## src/core/clk_tree_pkg.sv

```systemverilog
// Shared constants and types for the system clock tree control block
package clk_tree_pkg;

  // ****************************************************************
  // Core clock sources
  // ****************************************************************
  typedef enum logic [1:0] {
    SRC_XTAL = 2'h0,
    SRC_PLL = 2'h1,
    SRC_OSC = 2'h2,
    SRC_APLL = 2'h3
  } core_src_type;

  // ****************************************************************
  // Synchronised pin vector positions (0..3 follow core_src_type)
  // ****************************************************************
  localparam int PIN_XTAL = 0;
  localparam int PIN_PLL = 1;
  localparam int PIN_OSC = 2;
  localparam int PIN_APLL = 3;
  localparam int PIN_RC150K = 4;
  localparam int PIN_X32K = 5;
  localparam int PIN_SLEEP = 6;
  localparam int PIN_LOWPWR = 7;
  localparam int NUM_PINS = 8;

  // ****************************************************************
  // Register map (word indices) and reset values
  // ****************************************************************
  localparam int ADDR_W = 8;
  localparam int NUM_REGS = 9;
  localparam logic [3:0] IDX_CLK_SEL = 4'h0;
  localparam logic [3:0] IDX_PREDIV = 4'h1;
  localparam logic [3:0] IDX_TICK_PLL = 4'h2;
  localparam logic [3:0] IDX_TICK_XTAL = 4'h3;
  localparam logic [3:0] IDX_TICK_APLL = 4'h4;
  localparam logic [3:0] IDX_TICK_OSC = 4'h5;
  localparam logic [3:0] IDX_APLL_CFG = 4'h6;
  localparam logic [3:0] IDX_APLL_CTRL = 4'h7;
  localparam logic [3:0] IDX_SENS_DIV = 4'h8;
  localparam logic [3:0] IDX_STATUS = 4'h9;
  localparam logic [31:0] REG_RESET = 32'h0000_0000;
  localparam logic [31:0] REG_MASK [NUM_REGS] = '{
    32'h0000_01FF, 32'h0000_03FF, 32'h0000_00FF, 32'h0000_00FF,
    32'h0000_00FF, 32'h0000_00FF, 32'h1F3F_FFFF, 32'h0000_0003,
    32'h0000_00FF};

  // ****************************************************************
  // Field positions
  // ****************************************************************
  localparam int F_CORE_SRC = 0;
  localparam int F_CORE_PER = 2;
  localparam int F_LED_SEL = 3;
  localparam int F_RADIO_SEL = 4;
  localparam int F_PMGMT_SEL = 6;
  localparam int F_SENS_SEL = 8;
  localparam int F_FRAC_LO = 0;
  localparam int F_FRAC_HI = 8;
  localparam int F_INT = 16;
  localparam int F_OUT_DIV = 24;
  localparam int F_FORCE_ON = 0;
  localparam int F_FORCE_OFF = 1;

  // ****************************************************************
  // Fixed rates and dividers
  // ****************************************************************
  localparam int MAIN_PLL_MHZ = 320;
  localparam logic [7:0] CORE_MHZ_PLL_LO = 8'(MAIN_PLL_MHZ / 4);
  localparam logic [7:0] CORE_MHZ_PLL_HI = 8'(MAIN_PLL_MHZ / 2);
  localparam logic [9:0] PLL_DIV4_M1 = 10'h003;
  localparam logic [9:0] PLL_DIV2_M1 = 10'h001;
  localparam logic [6:0] APLL_INT_OFFSET = 7'h04;
  localparam logic [6:0] APLL_ODIV_OFFSET = 7'h02;
  localparam logic [7:0] OSC_D256_M1 = 8'hFF;
  localparam logic [7:0] HALF_RATE_M1 = 8'h01;
  localparam logic [1:0] RESP_OKAY = 2'h0;
  localparam logic [1:0] RESP_SLVERR = 2'h2;

endpackage

```

## src/core/edge_divider.sv

```systemverilog
// Toggle-counting clock divider: output toggles every div_i+1 edges
`timescale 1ns/1ps
module edge_divider
  import clk_tree_pkg::*;
#(
  parameter int W = 8
) (
  input wire logic clk_i,
  input wire logic nrst_i,
  input wire logic edge_i,
  input wire logic [W-1:0] div_i,
  output logic clk_o
);

  logic [W-1:0] cnt_ff;
  logic clk_ff;

  // Compare with >= so a smaller divisor never strands the count
  always_ff @(posedge clk_i or negedge nrst_i) begin
    if (!nrst_i) begin
      cnt_ff <= '0;
      clk_ff <= 1'b0;
    end else if (edge_i) begin
      if (cnt_ff >= div_i) begin
        cnt_ff <= '0;
        clk_ff <= ~clk_ff;
      end else begin
        cnt_ff <= cnt_ff + W'(1);
      end
    end
  end

  assign clk_o = clk_ff;

endmodule

```

## src/core/soc_clock_tree_control.sv

```systemverilog
// System clock tree control: source muxes, dividers and register slave
//
// Notes on behaviour
// - Core source 0 crystal,1 PLL,2 osc,3 audio
// - Crystal or osc core divided by prediv plus one
// - PLL core is /4 or /2 by period
// - Audio PLL core is /4 or /2 by period
// - Bus clock PLL/4, audio core/2, else core
// - Reference tick divisor chosen by active core source
// - LED slow clock: 1 osc, 0 bus clock
// - PLL half clock at half PLL rate
// - Oscillator divided by 256 output
// - LED clock on osc keeps running while bus stopped
// - Radio sleep clock from four selectable sources
// - Power management clock from three sources
// - Sensor clock from divided crystal or osc
// - Audio PLL multiplier and output divider terms
// - Force off beats force on, else follow sleep
// - Main PLL treated as fixed 320 MHz
//
// The register addresses and the AXI4-Lite slave port were left to the implementer.
`timescale 1ns/1ps
module soc_clock_tree_control
  import clk_tree_pkg::*;
(
  input wire logic CLK_I,
  input wire logic NRST_I,
  input wire logic [ADDR_W-1:0] AWADDR_I,
  input wire logic AWVALID_I,
  output logic AWREADY_O,
  input wire logic [31:0] WDATA_I,
  input wire logic [3:0] WSTRB_I,
  input wire logic WVALID_I,
  output logic WREADY_O,
  output logic [1:0] BRESP_O,
  output logic BVALID_O,
  input wire logic BREADY_I,
  input wire logic [ADDR_W-1:0] ARADDR_I,
  input wire logic ARVALID_I,
  output logic ARREADY_O,
  output logic [31:0] RDATA_O,
  output logic [1:0] RRESP_O,
  output logic RVALID_O,
  input wire logic RREADY_I,
  input wire logic XTAL_CLK_I,
  input wire logic PLL_CLK_I,
  input wire logic OSC8M_CLK_I,
  input wire logic AUDIO_PLL_CLOCK_I,
  input wire logic OSC150K_CLK_I,
  input wire logic XTAL32K_CLK_I,
  input wire logic SLEEP_I,
  input wire logic LOW_POWER_I,
  output logic CORE_CLK_O,
  output logic BUS_CLK_O,
  output logic REF_TICK_O,
  output logic LED_SLOW_CLK_O,
  output logic PLL_HALF_CLK_O,
  output logic OSC_DIV256_O,
  output logic RADIO_SLEEP_CLK_O,
  output logic POWER_MGMT_CLK_O,
  output logic SENSOR_CLK_O,
  output logic RADIO_CLK_OK_O,
  output logic APLL_PU_O,
  output logic [22:0] APLL_MULT_O,
  output logic [6:0] APLL_ODIV_O
);

  // ****************************************************************
  // Decoding functions
  // ****************************************************************
  function automatic logic [9:0] core_div_m1(input core_src_type src,
                                             input logic per,
                                             input logic [9:0] pre);
    case (src)
      SRC_PLL, SRC_APLL: core_div_m1 = per ? PLL_DIV2_M1 : PLL_DIV4_M1;
      default: core_div_m1 = pre;
    endcase
  endfunction

  function automatic logic bus_div_m1(input core_src_type src,
                                      input logic per);
    case (src)
      SRC_PLL: bus_div_m1 = per;
      SRC_APLL: bus_div_m1 = 1'b1;
      default: bus_div_m1 = 1'b0;
    endcase
  endfunction

  function automatic logic [31:0] merge(input logic [31:0] old_v,
                                        input logic [31:0] new_v,
                                        input logic [3:0] strb);
    logic [31:0] res;
    res = old_v;
    for (int b = 0; b < 4; b++) begin
      if (strb[b]) begin
        res[8*b +: 8] = new_v[8*b +: 8];
      end
    end
    merge = res;
  endfunction

  // ****************************************************************
  // Pin synchronisers and edge detection
  // ****************************************************************
  logic [NUM_PINS-1:0] sync1_ff;
  logic [NUM_PINS-1:0] sync2_ff;
  logic [NUM_PINS-1:0] prev_ff;
  logic [NUM_PINS-1:0] tgl;

  always_ff @(posedge CLK_I or negedge NRST_I) begin
    if (!NRST_I) begin
      sync1_ff <= '0;
      sync2_ff <= '0;
      prev_ff <= '0;
    end else begin
      sync1_ff <= {LOW_POWER_I, SLEEP_I, XTAL32K_CLK_I, OSC150K_CLK_I,
                   AUDIO_PLL_CLOCK_I, OSC8M_CLK_I, PLL_CLK_I, XTAL_CLK_I};
      sync2_ff <= sync1_ff;
      prev_ff <= sync2_ff;
    end
  end

  assign tgl = sync2_ff ^ prev_ff;

  // ****************************************************************
  // Register file
  // ****************************************************************
  logic [31:0] regs_ff [NUM_REGS];
  logic awready_ff;
  logic wready_ff;
  logic bvalid_ff;
  logic [1:0] bresp_ff;
  logic arready_ff;
  logic rvalid_ff;
  logic [31:0] rdata_ff;
  logic [1:0] rresp_ff;
  logic [3:0] wr_idx;
  logic [3:0] rd_idx;
  logic [31:0] status;

  assign wr_idx = AWADDR_I[5:2];
  assign rd_idx = ARADDR_I[5:2];

  always_ff @(posedge CLK_I or negedge NRST_I) begin
    if (!NRST_I) begin
      for (int i = 0; i < NUM_REGS; i++) begin
        regs_ff[i] <= REG_RESET;
      end
    end else if (awready_ff) begin
      for (int i = 0; i < NUM_REGS; i++) begin
        if (wr_idx == 4'(i) && AWADDR_I[ADDR_W-1:6] == '0) begin
          regs_ff[i] <= merge(regs_ff[i], WDATA_I, WSTRB_I) & REG_MASK[i];
        end
      end
    end
  end

  always_ff @(posedge CLK_I or negedge NRST_I) begin
    if (!NRST_I) begin
      awready_ff <= 1'b0;
      wready_ff <= 1'b0;
      bvalid_ff <= 1'b0;
      bresp_ff <= RESP_OKAY;
    end else begin
      awready_ff <= AWVALID_I && WVALID_I && !awready_ff && !bvalid_ff;
      wready_ff <= AWVALID_I && WVALID_I && !awready_ff && !bvalid_ff;
      if (awready_ff) begin
        bvalid_ff <= 1'b1;
        bresp_ff <= (AWADDR_I[ADDR_W-1:6] == '0 &&
                     wr_idx < 4'(NUM_REGS)) ? RESP_OKAY : RESP_SLVERR;
      end else if (BREADY_I) begin
        bvalid_ff <= 1'b0;
      end
    end
  end

  always_ff @(posedge CLK_I or negedge NRST_I) begin
    if (!NRST_I) begin
      arready_ff <= 1'b0;
      rvalid_ff <= 1'b0;
      rdata_ff <= '0;
      rresp_ff <= RESP_OKAY;
    end else begin
      arready_ff <= ARVALID_I && !arready_ff && !rvalid_ff;
      if (arready_ff) begin
        rvalid_ff <= 1'b1;
        rdata_ff <= '0;
        rresp_ff <= RESP_SLVERR;
        if (ARADDR_I[ADDR_W-1:6] == '0) begin
          if (rd_idx < 4'(NUM_REGS)) begin
            rdata_ff <= regs_ff[rd_idx];
            rresp_ff <= RESP_OKAY;
          end else if (rd_idx == IDX_STATUS) begin
            rdata_ff <= status;
            rresp_ff <= RESP_OKAY;
          end
        end
      end else if (RREADY_I) begin
        rvalid_ff <= 1'b0;
      end
    end
  end

  // ****************************************************************
  // Configuration fields
  // ****************************************************************
  core_src_type pend_src;
  logic pend_per;
  logic [9:0] pend_pre;
  logic led_sel;
  logic [1:0] radio_sel;
  logic [1:0] pmgmt_sel;
  logic sens_sel;

  assign pend_src = core_src_type'(regs_ff[IDX_CLK_SEL][F_CORE_SRC +: 2]);
  assign pend_per = regs_ff[IDX_CLK_SEL][F_CORE_PER];
  assign pend_pre = regs_ff[IDX_PREDIV][9:0];
  assign led_sel = regs_ff[IDX_CLK_SEL][F_LED_SEL];
  assign radio_sel = regs_ff[IDX_CLK_SEL][F_RADIO_SEL +: 2];
  assign pmgmt_sel = regs_ff[IDX_CLK_SEL][F_PMGMT_SEL +: 2];
  assign sens_sel = regs_ff[IDX_CLK_SEL][F_SENS_SEL];

  // ****************************************************************
  // Core clock: source mux and divider
  // ****************************************************************
  core_src_type act_src_ff;
  logic act_per_ff;
  logic [9:0] act_pre_ff;
  logic [9:0] core_cnt_ff;
  logic core_clk_ff;
  logic core_tgl_ff;
  logic core_edge;
  logic [9:0] core_m1;

  assign core_edge = tgl[act_src_ff];
  assign core_m1 = core_div_m1(act_src_ff, act_per_ff, act_pre_ff);

  // New settings only take effect while the output is low
  always_ff @(posedge CLK_I or negedge NRST_I) begin
    if (!NRST_I) begin
      act_src_ff <= SRC_XTAL;
      act_per_ff <= 1'b0;
      act_pre_ff <= '0;
      core_cnt_ff <= '0;
      core_clk_ff <= 1'b0;
      core_tgl_ff <= 1'b0;
    end else begin
      core_tgl_ff <= 1'b0;
      if (!core_clk_ff && {act_src_ff, act_per_ff, act_pre_ff} !=
          {pend_src, pend_per, pend_pre}) begin
        act_src_ff <= pend_src;
        act_per_ff <= pend_per;
        act_pre_ff <= pend_pre;
        core_cnt_ff <= '0;
      end else if (core_edge) begin
        if (core_cnt_ff >= core_m1) begin
          core_cnt_ff <= '0;
          core_clk_ff <= ~core_clk_ff;
          core_tgl_ff <= 1'b1;
        end else begin
          core_cnt_ff <= core_cnt_ff + 10'h001;
        end
      end
    end
  end

  // ****************************************************************
  // Bus clock and reference tick
  // ****************************************************************
  logic bus_m1_ff;
  logic bus_cnt_ff;
  logic bus_clk_ff;
  logic bus_rise_ff;
  logic bus_want;
  logic low_power;
  logic [7:0] tick_cnt_ff;
  logic tick_ff;
  logic [7:0] tick_div;

  assign bus_want = bus_div_m1(act_src_ff, act_per_ff);
  assign low_power = sync2_ff[PIN_LOWPWR];

  always_ff @(posedge CLK_I or negedge NRST_I) begin
    if (!NRST_I) begin
      bus_m1_ff <= 1'b0;
      bus_cnt_ff <= 1'b0;
      bus_clk_ff <= 1'b0;
      bus_rise_ff <= 1'b0;
    end else begin
      bus_rise_ff <= 1'b0;
      if (!bus_clk_ff && (low_power || bus_m1_ff != bus_want)) begin
        bus_m1_ff <= bus_want;
        bus_cnt_ff <= 1'b0;
      end else if (core_tgl_ff) begin
        if (bus_cnt_ff >= bus_m1_ff) begin
          bus_cnt_ff <= 1'b0;
          bus_clk_ff <= ~bus_clk_ff;
          bus_rise_ff <= ~bus_clk_ff;
        end else begin
          bus_cnt_ff <= 1'b1;
        end
      end
    end
  end

  always_comb begin
    case (act_src_ff)
      SRC_PLL: tick_div = regs_ff[IDX_TICK_PLL][7:0];
      SRC_APLL: tick_div = regs_ff[IDX_TICK_APLL][7:0];
      SRC_OSC: tick_div = regs_ff[IDX_TICK_OSC][7:0];
      default: tick_div = regs_ff[IDX_TICK_XTAL][7:0];
    endcase
  end

  always_ff @(posedge CLK_I or negedge NRST_I) begin
    if (!NRST_I) begin
      tick_cnt_ff <= '0;
      tick_ff <= 1'b0;
    end else begin
      tick_ff <= 1'b0;
      if (bus_rise_ff) begin
        if (tick_cnt_ff >= tick_div) begin
          tick_cnt_ff <= '0;
          tick_ff <= 1'b1;
        end else begin
          tick_cnt_ff <= tick_cnt_ff + 8'h01;
        end
      end
    end
  end

  // ****************************************************************
  // Fixed dividers and the programmable sensor divider
  // ****************************************************************
  logic pll_half;
  logic osc_d256;
  logic sens_xtal;

  edge_divider #(.W(8)) u_pll_half (
    .clk_i(CLK_I),
    .nrst_i(NRST_I),
    .edge_i(tgl[PIN_PLL]),
    .div_i(HALF_RATE_M1),
    .clk_o(pll_half)
  );

  edge_divider #(.W(8)) u_osc_d256 (
    .clk_i(CLK_I),
    .nrst_i(NRST_I),
    .edge_i(tgl[PIN_OSC]),
    .div_i(OSC_D256_M1),
    .clk_o(osc_d256)
  );

  edge_divider #(.W(8)) u_sens_div (
    .clk_i(CLK_I),
    .nrst_i(NRST_I),
    .edge_i(tgl[PIN_XTAL]),
    .div_i(regs_ff[IDX_SENS_DIV][7:0]),
    .clk_o(sens_xtal)
  );

  // ****************************************************************
  // Slow clock muxes: LED, radio sleep, power management, sensor
  // ****************************************************************
  logic [3:0] cand [4];
  logic [1:0] msel [4];
  logic [1:0] mact_ff [4];
  logic [3:0] mux_ff;

  assign cand[0] = {2'b00, sync2_ff[PIN_OSC], bus_clk_ff};
  assign cand[1] = {sync2_ff[PIN_XTAL], sync2_ff[PIN_OSC], mux_ff[2],
                    sync2_ff[PIN_RC150K]};
  assign cand[2] = {sync2_ff[PIN_RC150K], osc_d256, sync2_ff[PIN_X32K],
                    sync2_ff[PIN_RC150K]};
  assign cand[3] = {2'b00, sync2_ff[PIN_OSC], sens_xtal};
  assign msel[0] = {1'b0, led_sel};
  assign msel[1] = radio_sel;
  assign msel[2] = pmgmt_sel;
  assign msel[3] = {1'b0, sens_sel};

  generate
    for (genvar m = 0; m < 4; m++) begin : g_mux
      always_ff @(posedge CLK_I or negedge NRST_I) begin
        if (!NRST_I) begin
          mact_ff[m] <= 2'h0;
          mux_ff[m] <= 1'b0;
        end else if (!mux_ff[m] && mact_ff[m] != msel[m]) begin
          mact_ff[m] <= msel[m];
        end else begin
          mux_ff[m] <= cand[m][mact_ff[m]];
        end
      end
    end
  endgenerate

  // ****************************************************************
  // Audio PLL control and status
  // ****************************************************************
  logic apll_pu_ff;
  logic radio_ok_ff;
  logic [22:0] apll_mult_ff;
  logic [6:0] apll_odiv_ff;
  logic [31:0] cfg;
  logic [1:0] force_bits;

  assign cfg = regs_ff[IDX_APLL_CFG];
  assign force_bits = regs_ff[IDX_APLL_CTRL][1:0];

  always_ff @(posedge CLK_I or negedge NRST_I) begin
    if (!NRST_I) begin
      apll_pu_ff <= 1'b0;
      radio_ok_ff <= 1'b0;
      apll_mult_ff <= '0;
      apll_odiv_ff <= '0;
    end else begin
      if (force_bits[F_FORCE_OFF]) begin
        apll_pu_ff <= 1'b0;
      end else if (force_bits[F_FORCE_ON]) begin
        apll_pu_ff <= 1'b1;
      end else begin
        apll_pu_ff <= ~sync2_ff[PIN_SLEEP];
      end
      radio_ok_ff <= act_src_ff == SRC_PLL && !low_power;
      apll_mult_ff <= {7'(cfg[F_INT +: 6]) + APLL_INT_OFFSET,
                       cfg[F_FRAC_HI +: 8], cfg[F_FRAC_LO +: 8]};
      apll_odiv_ff <= 7'((7'(cfg[F_OUT_DIV +: 5]) + APLL_ODIV_OFFSET)
                         << 1);
    end
  end

  always_comb begin
    status = '0;
    status[1:0] = act_src_ff;
    status[2] = act_per_ff;
    status[3] = ~low_power;
    status[4] = apll_pu_ff;
    status[5] = radio_ok_ff;
    if (act_src_ff == SRC_PLL) begin
      status[15:8] = act_per_ff ? CORE_MHZ_PLL_HI : CORE_MHZ_PLL_LO;
    end
  end

  // ****************************************************************
  // Outputs
  // ****************************************************************
  assign AWREADY_O = awready_ff;
  assign WREADY_O = wready_ff;
  assign BVALID_O = bvalid_ff;
  assign BRESP_O = bresp_ff;
  assign ARREADY_O = arready_ff;
  assign RVALID_O = rvalid_ff;
  assign RDATA_O = rdata_ff;
  assign RRESP_O = rresp_ff;
  assign CORE_CLK_O = core_clk_ff;
  assign BUS_CLK_O = bus_clk_ff;
  assign REF_TICK_O = tick_ff;
  assign LED_SLOW_CLK_O = mux_ff[0];
  assign RADIO_SLEEP_CLK_O = mux_ff[1];
  assign POWER_MGMT_CLK_O = mux_ff[2];
  assign SENSOR_CLK_O = mux_ff[3];
  assign PLL_HALF_CLK_O = pll_half;
  assign OSC_DIV256_O = osc_d256;
  assign RADIO_CLK_OK_O = radio_ok_ff;
  assign APLL_PU_O = apll_pu_ff;
  assign APLL_MULT_O = apll_mult_ff;
  assign APLL_ODIV_O = apll_odiv_ff;

endmodule

```

## config.mk

```make
export PLATFORM = sky130hd
export DESIGN_NAME = soc_clock_tree_control
export DESIGN_NICKNAME = d
export VERILOG_FILES = /design/src/core/clk_tree_pkg.sv /design/src/core/edge_divider.sv /design/src/core/soc_clock_tree_control.sv
export SDC_FILE = /design/constraint.sdc
export NUM_CORES = 1
export LEC_CHECK = 0
export BUFFER_PORTS_ARGS = -buffer_cell sky130_fd_sc_hd__buf_2
export CORE_MARGIN = 2
export CORE_UTILIZATION = 50
export DETAILED_ROUTE_END_ITERATION = 6
export PLACE_DENSITY = 0.79
export SKIP_LAST_GASP = 1
export SLEW_MARGIN = 10
export SYNTH_ARGS = -nofsm -noshare
export SYNTH_HDL_FRONTEND = slang
export SYNTH_SLANG_ARGS = --single-unit
```

## constraint.sdc

```tcl
create_clock -name CLK_I -period 9 [get_ports CLK_I]
set_clock_uncertainty 0.05 [all_clocks]
set_input_delay 0.9 -clock CLK_I [delete_from_list [all_inputs] [get_ports CLK_I]]
set_output_delay 0.9 -clock CLK_I [all_outputs]
set_load 0.02 [all_outputs]
```

==> run_results.csv, run 1 <==
group,metric,value,unit
global_routing,grt_use_total,21.43,%
synthesis,synthCells,885,
synthesis,postSynthAreaPerCell,12.68,um^2
synthesis,ys_ff_latch,247,
worst_setup_path,required,9.41,ns
clock_tree,path_clk_slew,0.06,ns
layout,drive_above_1_share,29.31,%
drt,num_vias,7521,
worst_setup_path,startpoint_type,"flop",
worst_setup_path,cp-end-kind,"flop",
timing,tightest_slew,0.9407,ns
worst_setup_path,critPathSlowestCell,"dfrtp_1",
placement,dpl_cell_area,12090,um^2
pwr,leakagePower,6.581,nW
synthesis,synth_edf_count,0,
synthesis,synth_top_cell_area_share,55.09,%
timing,setup_violations,0,
drt,drtIter0Drc,677,
drt,ant_nets,0,
clock_tree,clockRootBuffer,"clkbuf_16",
layout,multi_input_area,4728,um^2
worst_setup_path,worstSetupPathType,"reg2reg",
floorplan,start_util,51.25,%
timing,hold_viol_final,0,
worst_setup_path,r2r_cells,8,
synthesis,synthTopCellsByArea,"dfrtp_1, mux2_2, mux4_2",
layout,fill_cells,1734,
worst_setup_path,endpoint,"tick_cnt_ff[7]$_DFFE_PN0P_",
status,status,"complete, no violations",
timing,fmax,314.6,MHz
clock_tree,cts-resized-gates,0,
global_routing,grt_pass1_vias,7599,
clock_tree,cts_buffer_depth,3,
synthesis,dominantRegCellSynth,"dfrtp_1",
timing,rsz0062_at_grt,"no",
timing,finalCritPeriodShare,35.32,%
clock_tree,cts_tree,"yes",
worst_setup_path,crit_path_start,"act_src_ff[1]$_DFFE_PN0P_",
timing,fin_hold_ws,0.2986,ns
placement,dp_hpwl,17490,um
clock_tree,cts_setup_buffers,0,
worst_setup_path,crit_fanout,17,
clock_tree,h-tree-depth,1,
layout,diodes,0,
run,drv_cap,0,
global_routing,gr-total-overflow,0,
pwr,power_density,238.2,nW/um^2
layout,ff_latch_area,6181,um^2
drt,viasPerCell,5.681,
clock_tree,clkSinkCount,247,
timing,fin_setup_tns,0,ns
drt,post-route-drc-count,0,
worst_setup_path,max_stage_delay,0.90,ns
worst_setup_path,timing.rr.start,"act_src_ff[1]$_DFFE_PN0P_",
placement,port_buffers,131,
clock_tree,ctsHoldBuffers,0,
floorplan,die_area,23650,um^2
synthesis,yosysSeqAreaShare,55.09,%
timing,maxSlewViolCount,0,
floorplan,rows,54,
worst_setup_path,rrSetupSlack,5.82,ns
global_routing,grt_antenna_before_repair,0,
layout,stdcell_area,13030,um^2
synthesis,ys_async_sr_fraction,100.0,%
floorplan,die_w,153.8,um
hold_path,hold_path_class,"reg2reg",
global_routing,grt_pass1_wl,41030,um
synthesis,synth_top_area_cell,"dfrtp_1",
synthesis,synthesis.area,11220,um^2
drt,routedWlPerCell,19.01,um
pwr,finalPower,0.003104,W
floorplan,coreArea,21890,um^2
pwr,ir_drop,0.2142,mV
synthesis,ys.warnings.count,0,
timing,max_slew_margin,37.29,%
timing,period_needed,3.178,ns
worst_setup_path,crit_chain,"mux4_2 -> ha_1 -> nand2b_1 -> a21o_1 -> a211o_1 -> a21oi_1 -> nor2b_1 -> nor2_1",
drt,finalWirelength,25170,um
synthesis,synth_cell_types,68,
worst_setup_path,arrival,3.59,ns
drt,drt-pass1-iter-count,5,
layout,nets,1125,
placement,routabilityCongestion,0.8437,
clock_tree,clk_latency,0.53,ns
global_routing,grt_max_degree,108,
clock_tree,cts_buffers,27,
floorplan,fp.dieH,153.8,um
worst_setup_path,reg2reg_to,"tick_cnt_ff[7]$_DFFE_PN0P_",
layout,syn_to_final_growth,16.16,%
floorplan,io_pins,149,
==> stage by stage <==
step	utilization (%)	setup WS [ns]	instances
2_1_floorplan	-	6.130	892
3_3_place_gp	55.21	5.821	1274
3_5_place_dp	55.21	5.804	1274
4_1_cts	59.53	5.798	1324
5_1_grt	59.53	5.638	1324
6_report	59.53	5.822	1324
==> routing by layer <==
layer | share of wire [%] | track usage (%)
met5 | 0 | 0
met4 | 3.2 | 7.077
met3 | 5.2 | 3.439
met2 | 49 | 35.11
met1 | 42 | 29.50
==> where the power goes <==
group          leakage, nW  total (W)  internal [W]  switching, W
Sequential            3.28    0.00134       0.00122      0.000123
Clock                0.473    0.00116      0.000703      0.000452
Combinational         2.83   0.000608      0.000257      0.000351
==> worst min path at each step <==
stage                                      from                     to  cells after the start
after floorplan           sync1_ff[0]$_DFF_PN0_  sync2_ff[0]$_DFF_PN0_                      0
after global placement    sync1_ff[5]$_DFF_PN0_  sync2_ff[5]$_DFF_PN0_                      0
after detailed placement  sync1_ff[3]$_DFF_PN0_  sync2_ff[3]$_DFF_PN0_                      0
after CTS                 sync1_ff[3]$_DFF_PN0_  sync2_ff[3]$_DFF_PN0_                      0
after global routing      sync1_ff[6]$_DFF_PN0_  sync2_ff[6]$_DFF_PN0_                      0
final                     sync1_ff[3]$_DFF_PN0_  sync2_ff[3]$_DFF_PN0_                      0
==> placed cells by master (no fill, tap or decap), types with 4 or more instances in the layout <==
cell type | netlist | layout
nand2b_1 | 17 | 17
mux2_4 | 16 | 16
a31oi_1 | 4 | 4
o21ai_0 | 39 | 39
nand2_2 | 7 | 7
nand4_1 | 7 | 7
mux2_1 | 22 | 22
xor2_1 | 28 | 28
a22oi_1 | 6 | 6
dfrtp_1 | 247 | 247
a41oi_1 | 4 | 4
clkbuf_8 | 0 | 8
clkbuf_16 | 0 | 27
xnor2_1 | 20 | 20
nor3_1 | 8 | 8
and3_1 | 12 | 12
nor2b_1 | 8 | 8
nor2_1 | 47 | 47
mux2_2 | 62 | 62
nand2_1 | 45 | 45
a21oi_1 | 34 | 34
ha_1 | 35 | 35
mux2i_1 | 15 | 15
a22o_1 | 15 | 15
inv_1 | 36 | 36
buf_2 | 5 | 130
clkinv_2 | 0 | 7
a21o_1 | 8 | 8
or3_1 | 5 | 5
nand3_1 | 24 | 24
mux4_2 | 20 | 20
o2bb2ai_1 | 7 | 7
conb_1 | 1 | 8
==> worst max-delay path: cells and delay by family, from the launching register on <==
family	cells	cell delay, ns
DFF	1	0.90
and+or+nand+nor	3	0.48
adders and majority gates	1	0.28
muxes	1	0.59
AOI/OAI and AO/OA	3	0.81
==> flip-flops by register name, summed over array words and instances, names as in the netlist, 2 cells and up <==
register,cells
regs_ff,40
RDATA_O,27
cfg,27
APLL_MULT_O,23
act_pre_ff,10
core_cnt_ff,10
pend_pre,10
sync1_ff,8
sync2_ff,8
tick_cnt_ff,8
u_osc_d256.cnt_ff,8
u_pll_half.cnt_ff,8
u_sens_div.cnt_ff,8
APLL_ODIV_O,6
mact_ff,6
msel,5
prev_ff,4
act_src_ff,2
force_bits,2
pend_src,2
==> Yosys cell counts (3+ instances only) <==
master	count
nand2_1	45
a21oi_1	34
and3_1	12
mux2_1	22
xor2_2	3
buf_2	5
dfrtp_1	247
nand3_1	24
clkbuf_1	9
inv_1	36
mux4_2	20
xnor2_1	20
o2bb2ai_1	7
nor2b_1	8
nand4_1	7
buf_6	4
nor3_2	3
nor3_1	8
nand2_2	7
nor2_1	47
a22oi_1	6
nor4_1	3
ha_1	35
nand2b_1	17
a41oi_1	4
xor2_1	28
a22o_1	15
a31oi_1	4
mux2_2	62
nand2_4	3
or3_1	5
a21o_1	8
buf_4	11
o21ai_0	39
mux2i_1	15
mux2_4	16
buf_1	3
==> kinds of logic (layout without fill, tap and decap cells) <==
logic type	Yosys count	count (layout)	synth area share [%]
buf+inv	69	221	3.000
simple gates	208	208	9.825
xor+xnor	51	51	4.182
compound gates	139	139	8.041
flops	247	247	55.09
fa+ha+maj	35	35	3.903
other cells	1	8	0.03342
mux	135	135	15.93
==> layout make-up <==
type	count	area share [%]
clock inverters	13	1.171
clock buffers	37	6.087
flip-flops and latches	247	47.43
well taps	280	2.688
inverters	37	1.066
multi-input cells	576	36.28
repair buffers	134	5.280
Power figures use the tool's default switching activity.
==> run 2: changes to the inputs <==
ABC_AREA = 1   (was not set)
PLACE_DENSITY = 0.81   (was 0.79)
clock period = 2.88 ns   (was 9 ns; I/O delays follow)
==> run_results.csv, run 2 <==
group,metric,value,unit
synthesis,yosysSeqAreaShare,53.86,%
layout,final_common_cell,"nand2_1",
worst_setup_path,crit_fanout,9,
floorplan,fp.dieH,155.5,um
worst_setup_path,r2r_cells,13,
floorplan,rows,55,
synthesis,ys_ff_latch,247,
timing,finalCritPeriodShare,88.01,%
pwr,power_density,713.4,nW/um^2
worst_setup_path,arrival,2.94,ns
clock_tree,clkSinkCount,247,
floorplan,io_pins,149,
global_routing,grt_max_degree,90,
global_routing,grt_pass1_wl,47540,um
floorplan,coreArea,22570,um^2
hold_path,hold_path_class,"in2reg",
timing,period_needed,2.535,ns
synthesis,post-synth-top-count-cell,"nand2_1",
placement,post-place-ws,0.3758,ns
layout,diodes,0,
clock_tree,clk_latency,0.54,ns
drt,finalWirelength,29240,um
layout,largest_reg_flops,40,
worst_setup_path,rrSetupSlack,0.35,ns
synthesis,ys.warnings.count,0,
drt,post-route-drc-count,5,
layout,layout_common_cells,"nand2_1, dfrtp_1, inv_1",
timing,maxSlewViolCount,0,
global_routing,gr-total-overflow,0,
floorplan,start_util,50.84,%
layout,syn_to_final_growth,19.49,%
clock_tree,cts_buffers,26,
pwr,leakagePower,6.925,nW
floorplan,die_w,155.5,um
global_routing,grt_use_total,24.34,%
synthesis,dominantRegCellSynth,"dfrtp_1",
timing,rsz0062_at_grt,"no",
timing,tightest_slew,0.9712,ns
status,violations,"DRC",
worst_setup_path,timing.rr.start,"act_src_ff[0]$_DFFE_PN0P_",
layout,nets,1616,
drt,drt-pass1-iter-count,7,
drt,num_vias,9693,
timing,fin_setup_tns,0,ns
clock_tree,path_clk_slew,0.06,ns
synthesis,synth_cell_types,44,
clock_tree,h-tree-depth,1,
hold_path,hold_path_end,"cfg[8]$_DFFE_PN0P_",
synthesis,synthesis.area,11480,um^2
drt,routedWlPerCell,16.08,um
clock_tree,cts_tree,"yes",
synthesis,ys_async_sr_fraction,100.0,%
placement,port_buffers,131,
synthesis,synth_top_cell_area_share,53.86,%
worst_setup_path,worstSetupPathType,"reg2reg",
pwr,finalPower,0.009783,W
synthesis,yosys-top-cells-count,"nand2_1, dfrtp_1, inv_1",
worst_setup_path,cp-end-kind,"flop",
global_routing,grt_antenna_before_repair,0,
drt,viasPerCell,5.329,
synthesis,synth_top_area_cell,"dfrtp_1",
pwr,ir_drop,0.5259,mV
timing,hold_viol_final,0,
placement,routabilityCongestion,0.9666,
placement,dp_hpwl,19930,um
drt,ant_nets,0,
timing,max_slew_margin,35.18,%
worst_setup_path,startpoint_type,"flop",
floorplan,die_area,24180,um^2
drt,drtIter0Drc,925,
worst_setup_path,reg2reg_to,"tick_cnt_ff[5]$_DFFE_PN0P_",
clock_tree,cts-resized-gates,0,
clock_tree,cts_buffer_depth,3,
timing,setup_violations,0,
timing,fmax,394.5,MHz
synthesis,postSynthAreaPerCell,8.590,um^2
layout,largest-register,"regs_ff",
worst_setup_path,required,3.29,ns
hold_path,hp-start,"WDATA_I[8]",
synthesis,synth_edf_count,0,
status,status,"complete, but fails checks",
synthesis,synthTopCellsByArea,"dfrtp_1, nand2_1, o21ai_0",
run,drv_cap,0,
clock_tree,clockRootBuffer,"clkbuf_16",
layout,drive_above_1_share,14.34,%
hold_path,worstHoldPathCells,3,
global_routing,grt_pass1_vias,9704,
synthesis,synthCells,1336,
timing,timing.final.ws_setup,0.3452,ns
[run 2: changes by cell type after synthesis, sizes merged, moves of 10 or more]
cell	change
a22o	-13
and3	-11
inv	+144
mux2	-93
mux2i	-12
mux4	-20
nand2	+305
nand2b	-17
nand3	+37
nor2	+57
o21ai	+109
xor2	-10
[run 2: what timing repair did]
| action | in CTS | in global routing |
|---|---|---|
| hold endpoints to repair | 122 | 0 |
| setup buffers | 0 | 0 |
| hold buffers | 41 | 0 |
| setup endpoints to repair | 0 | 0 |
[run 2: how the worst max path moves through the flow]
stage / from / end / slack, ns / cells past startpoint
3_3_place_gp: act_src_ff[0]$_DFFE_PN0P_ / tick_cnt_ff[7]$_DFFE_PN0P_ / 0.45 / 13
2_1_floorplan: act_src_ff[0]$_DFFE_PN0P_ / core_cnt_ff[5]$_DFFE_PN0P_ / 0.66 / 13
5_1_grt: act_src_ff[0]$_DFFE_PN0P_ / tick_cnt_ff[1]$_DFFE_PN0P_ / 0.09 / 13
6_report: act_src_ff[0]$_DFFE_PN0P_ / tick_cnt_ff[5]$_DFFE_PN0P_ / 0.35 / 13
3_5_place_dp: act_src_ff[0]$_DFFE_PN0P_ / tick_cnt_ff[5]$_DFFE_PN0P_ / 0.38 / 13
4_1_cts: act_src_ff[0]$_DFFE_PN0P_ / tick_cnt_ff[5]$_DFFE_PN0P_ / 0.36 / 13
[run 2: layout make-up]
class / instances / area, um^2
repair buffers: 185 / 1199
inverters: 182 / 683.2
multi-input cells: 872 / 4412
clock inverters: 15 / 145.1
fillers: 1790 / 8859
well taps: 285 / 356.6
flip-flops and latches: 247 / 6181
clock buffers: 33 / 737.0
[run 2: report_power, final]
part / internal, W / total, W / switching [W] / leakage, nW
clock network: 0.00200 / 0.00342 / 0.00143 / 0.440
logic: 0.000749 / 0.00228 / 0.00153 / 3.24
registers: 0.00379 / 0.00408 / 0.000288 / 3.24
total: 0.00654 / 0.00978 / 0.00325 / 6.92
[run 2: cells by family after synthesis]
group	after synthesis	synth area share, %
buf+inv	224	7.926
flops	247	53.86
compound gates	230	11.21
simple gates	554	19.54
other cells	1	0.03268
xor+xnor	35	2.671
fa+ha+maj	35	3.816
mux	10	0.9486
[run 2: per-layer routing]
| metal | vias to the layer above | wire, um | global-route usage [%] |
|---|---|---|---|
| li1 | 4607 | - | - |
| met1 | 4550 | 11580 | 30.85 |
| met2 | 435 | 14210 | 40.43 |
| met3 | 101 | 2115 | 4.568 |
| met4 | 0 | 1336 | 11.75 |
| met5 | - | 0 | 0 |
[run 2: worst max-delay path, cell delays in order, from the launching register on]
cell      delay, ns
dfrtp_1        0.50
inv_1          0.11
nor2_2         0.33
inv_1          0.18
o211ai_1       0.19
a21oi_1        0.09
ha_1           0.28
nand2_1        0.08
o21ai_0        0.11
nand2_1        0.07
nand3_1        0.08
nand2_1        0.07
clkinv_1       0.18
nor2_1         0.15
[run 2: metrics by stage]
stage               hold WS (ns)  instances  area, um^2  util, %
detailed placement        0.2858       1730       12420    55.03
finish                  0.009176       1819       13710    60.75
floorplan               -0.05759       1343       11500        -
CTS                     0.004197       1819       13710    60.75
global route             0.02087       1819       13710    60.75
global placement          0.2837       1730       12420    55.03
==> run 3: changes to the inputs <==
SYNTH_HIERARCHICAL = 1   (was not set)
==> run_results.csv, run 3 <==
group,metric,value,unit
timing,hold_viol_final,0,
layout,ff_latch_area,6181,um^2
drt,drtIter0Drc,973,
worst_setup_path,critPathSlowestCell,"dfrtp_1",
pwr,power_density,727.1,nW/um^2
clock_tree,cts_tree,"yes",
synthesis,synth_compound_area_share,10.49,%
layout,stdcell_area,14380,um^2
drt,routedWlPerCell,15.84,um
hold_path,hp-start,"WDATA_I[8]",
pwr,ir_drop,0.5035,mV
floorplan,die_area,25490,um^2
clock_tree,cts-resized-gates,0,
drt,num_vias,10440,
drt,drt-pass1-iter-count,6,
timing,fin_hold_ws,0.06486,ns
worst_setup_path,timing.rr.start,"act_src_ff[0]$_DFFE_PN0P_",
placement,dp_hpwl,21790,um
synthesis,synth_top_cell_area_share,51.02,%
synthesis,synthCells,1446,
worst_setup_path,cp-end-kind,"flop",
synthesis,synth_top_family_by_area,"simple AND/OR/NAND/NOR gates",
synthesis,synth_cell_types,42,
layout,nets,1753,
hold_path,hold_path_class,"in2reg",
synthesis,postSynthAreaPerCell,8.379,um^2
timing,setup_violations,0,
clock_tree,clk_latency,0.54,ns
synthesis,synthMuxAreaShare,0.09295,%
worst_setup_path,required,3.28,ns
global_routing,grt_pass1_wl,51020,um
synthesis,dominantRegCellSynth,"dfrtp_1",
worst_setup_path,crit_fanout,13,
placement,port_buffers,131,
layout,largest_reg_flops,40,
worst_setup_path,arrival,2.94,ns
layout,multi_input_area,5041,um^2
synthesis,synth-xor-area-share,2.530,%
clock_tree,clkSinkCount,247,
layout,layout_common_cells,"nand2_1, dfrtp_1, inv_1",
layout,utilization,60.89,%
status,status,"complete, no violations",
worst_setup_path,startpoint_type,"flop",
synthesis,ys.warnings.count,6,
synthesis,synth_top_area_cell,"dfrtp_1",
synthesis,ys_ff_latch,247,
timing,maxSlewViolCount,0,
floorplan,coreArea,23610,um^2
layout,final_common_cell,"nand2_1",
timing,rsz0062_at_grt,"no",
synthesis,post-synth-top-count-cell,"nand2_1",
synthesis,synth_edf_count,0,
drt,ant_nets,0,
layout,syn_to_final_growth,18.68,%
worst_setup_path,r2r_cells,12,
timing,period_needed,2.550,ns
worst_setup_path,rrSetupSlack,0.33,ns
placement,routabilityCongestion,0.9552,
worst_setup_path,crit_path_start,"act_src_ff[0]$_DFFE_PN0P_",
hold_path,hold_path_end,"cfg[8]$_DFFE_PN0P_",
worst_setup_path,crit_chain,"inv_2 -> nor2_2 -> inv_1 -> o221ai_1 -> o21ai_0 -> ha_1 -> a21oi_1 -> o21ai_0 -> nand2_1 -> nand4_1 -> buf_4 -> o21ai_0",
synthesis,yosysSeqAreaShare,51.02,%
global_routing,gr-total-overflow,0,
worst_setup_path,worstSetupPathType,"reg2reg",
clock_tree,path_clk_slew,0.06,ns
pwr,leakagePower,7.401,nW
synthesis,synth_fa_ha_area_share,5.060,%
floorplan,fp.dieH,159.7,um
synthesis,synthSimpleGateAreaFrac,22.69,%
worst_setup_path,reg2reg_to,"tick_cnt_ff[1]$_DFFE_PN0P_",
global_routing,grt_use_total,24.54,%
clock_tree,cts_buffer_depth,3,
timing,max_slew_margin,40.97,%
synthesis,ys_async_sr_fraction,100.0,%
floorplan,die_w,159.7,um
layout,drive_above_1_share,13.80,%
placement,dpl_cell_area,13120,um^2
clock_tree,clockRootBuffer,"clkbuf_16",
drt,viasPerCell,5.293,
global_routing,grt_pass1_vias,10130,
clock_tree,cts_buffers,26,
worst_setup_path,critPathMostFrequentCell,"o21ai_0",
layout,fill_cells,1942,
global_routing,grt_antenna_before_repair,1,
drt,finalWirelength,31240,um
layout,largest-register,"regs_ff",
run,drv_cap,0,
timing,finalCritPeriodShare,88.52,%
floorplan,rows,56,
global_routing,grt_max_degree,93,
synthesis,synthesis.area,12120,um^2
floorplan,io_pins,149,
floorplan,start_util,51.31,%
worst_setup_path,max_stage_delay,0.49,ns
timing,fmax,392.2,MHz
timing,tightest_slew,0.8789,ns
synthesis,yosys-top-cells-count,"nand2_1, dfrtp_1, inv_1",
hold_path,worstHoldPathCells,3,
worst_setup_path,crit_family,"compound AO/OA/AOI/OAI gates",
worst_setup_path,path_buf_inv,3,
timing,fin_setup_tns,0,ns
clock_tree,h-tree-depth,1,
synthesis,synthTopCellsByArea,"dfrtp_1, nand2_1, inv_1",
drt,post-route-drc-count,0,
-- run 3: cell count changes in the layout (fill, tap and decap cells not counted), moves of 9 or more --
cell     change
o21ai_0     -12
nand3_1     +11
nor3_1       -9
conb_1      +16
nand2_1     +39
ha_1        +14
nand4_1     +11
nor2_1      +20
a21oi_1     +15
-- run 3: metrics by stage --
stage / setup slack [ns] / cells / total power, W
global route: 0.1648 / 1971 / 0.01107
global placement: 0.3548 / 1886 / 0.006905
detailed placement: 0.2363 / 1886 / 0.007033
CTS: 0.2143 / 1970 / 0.01040
floorplan: 0.7009 / 1468 / 0.006276
finish: 0.3305 / 1972 / 0.01045
-- run 3: report_power, final --
part / leakage, nW / internal (W) / switching (W)
clock: 0.414 / 0.00195 / 0.00137
combinational: 3.86 / 0.000948 / 0.00195
sequential: 3.13 / 0.00386 / 0.000382
-- run 3: worst max-delay path by stage --
stage | endpoint | slack (ns) | cells after the start
3_5_place_dp | tick_cnt_ff[0]$_DFFE_PN0P_ | 0.24 | 11
2_1_floorplan | tick_cnt_ff[0]$_DFFE_PN0P_ | 0.70 | 12
5_1_grt | tick_cnt_ff[1]$_DFFE_PN0P_ | 0.16 | 12
4_1_cts | tick_cnt_ff[1]$_DFFE_PN0P_ | 0.21 | 11
6_report | tick_cnt_ff[1]$_DFFE_PN0P_ | 0.33 | 12
3_3_place_gp | tick_cnt_ff[0]$_DFFE_PN0P_ | 0.35 | 11
-- run 3: what timing repair did --
action / CTS / global route
hold buffers: 41 / 0
buffers inserted: 0 / 1
endpoints found under the hold margin: 133 / 0
setup endpoints to repair: 0 / 9
-- run 3: layout make-up --
| type | count | area share (%) |
|---|---|---|
| flip-flops and latches | 247 | 42.99 |
| multi-input cells | 989 | 35.06 |
| repair buffers | 185 | 8.336 |
| clock buffers | 33 | 5.056 |
| inverters | 188 | 4.960 |
| well taps | 319 | 2.776 |
| clock inverters | 10 | 0.8093 |
| diodes | 1 | 0.01740 |
-- run 3: logic make-up after synthesis --
family	Yosys count
xor+xnor	35
simple gates	647
fa+ha+maj	49
mux	1
buf+inv	232
compound gates	233
other cells	2
flops	247
-- run 3: metal layers --
metal / vias up / global-route usage, % / wire length, um
li1: 4978 / - / -
met1: 4919 / 32.42 / 12860
met2: 450 / 40.75 / 14850
met3: 91 / 4.182 / 2400
met4: 0 / 9.256 / 1126
met5: - / 0 / 0
-- run 3: worst min-delay path: stages --
cell and delay (ns):
buf_2 0.08, inv_1 0.10, o21ai_1 0.15
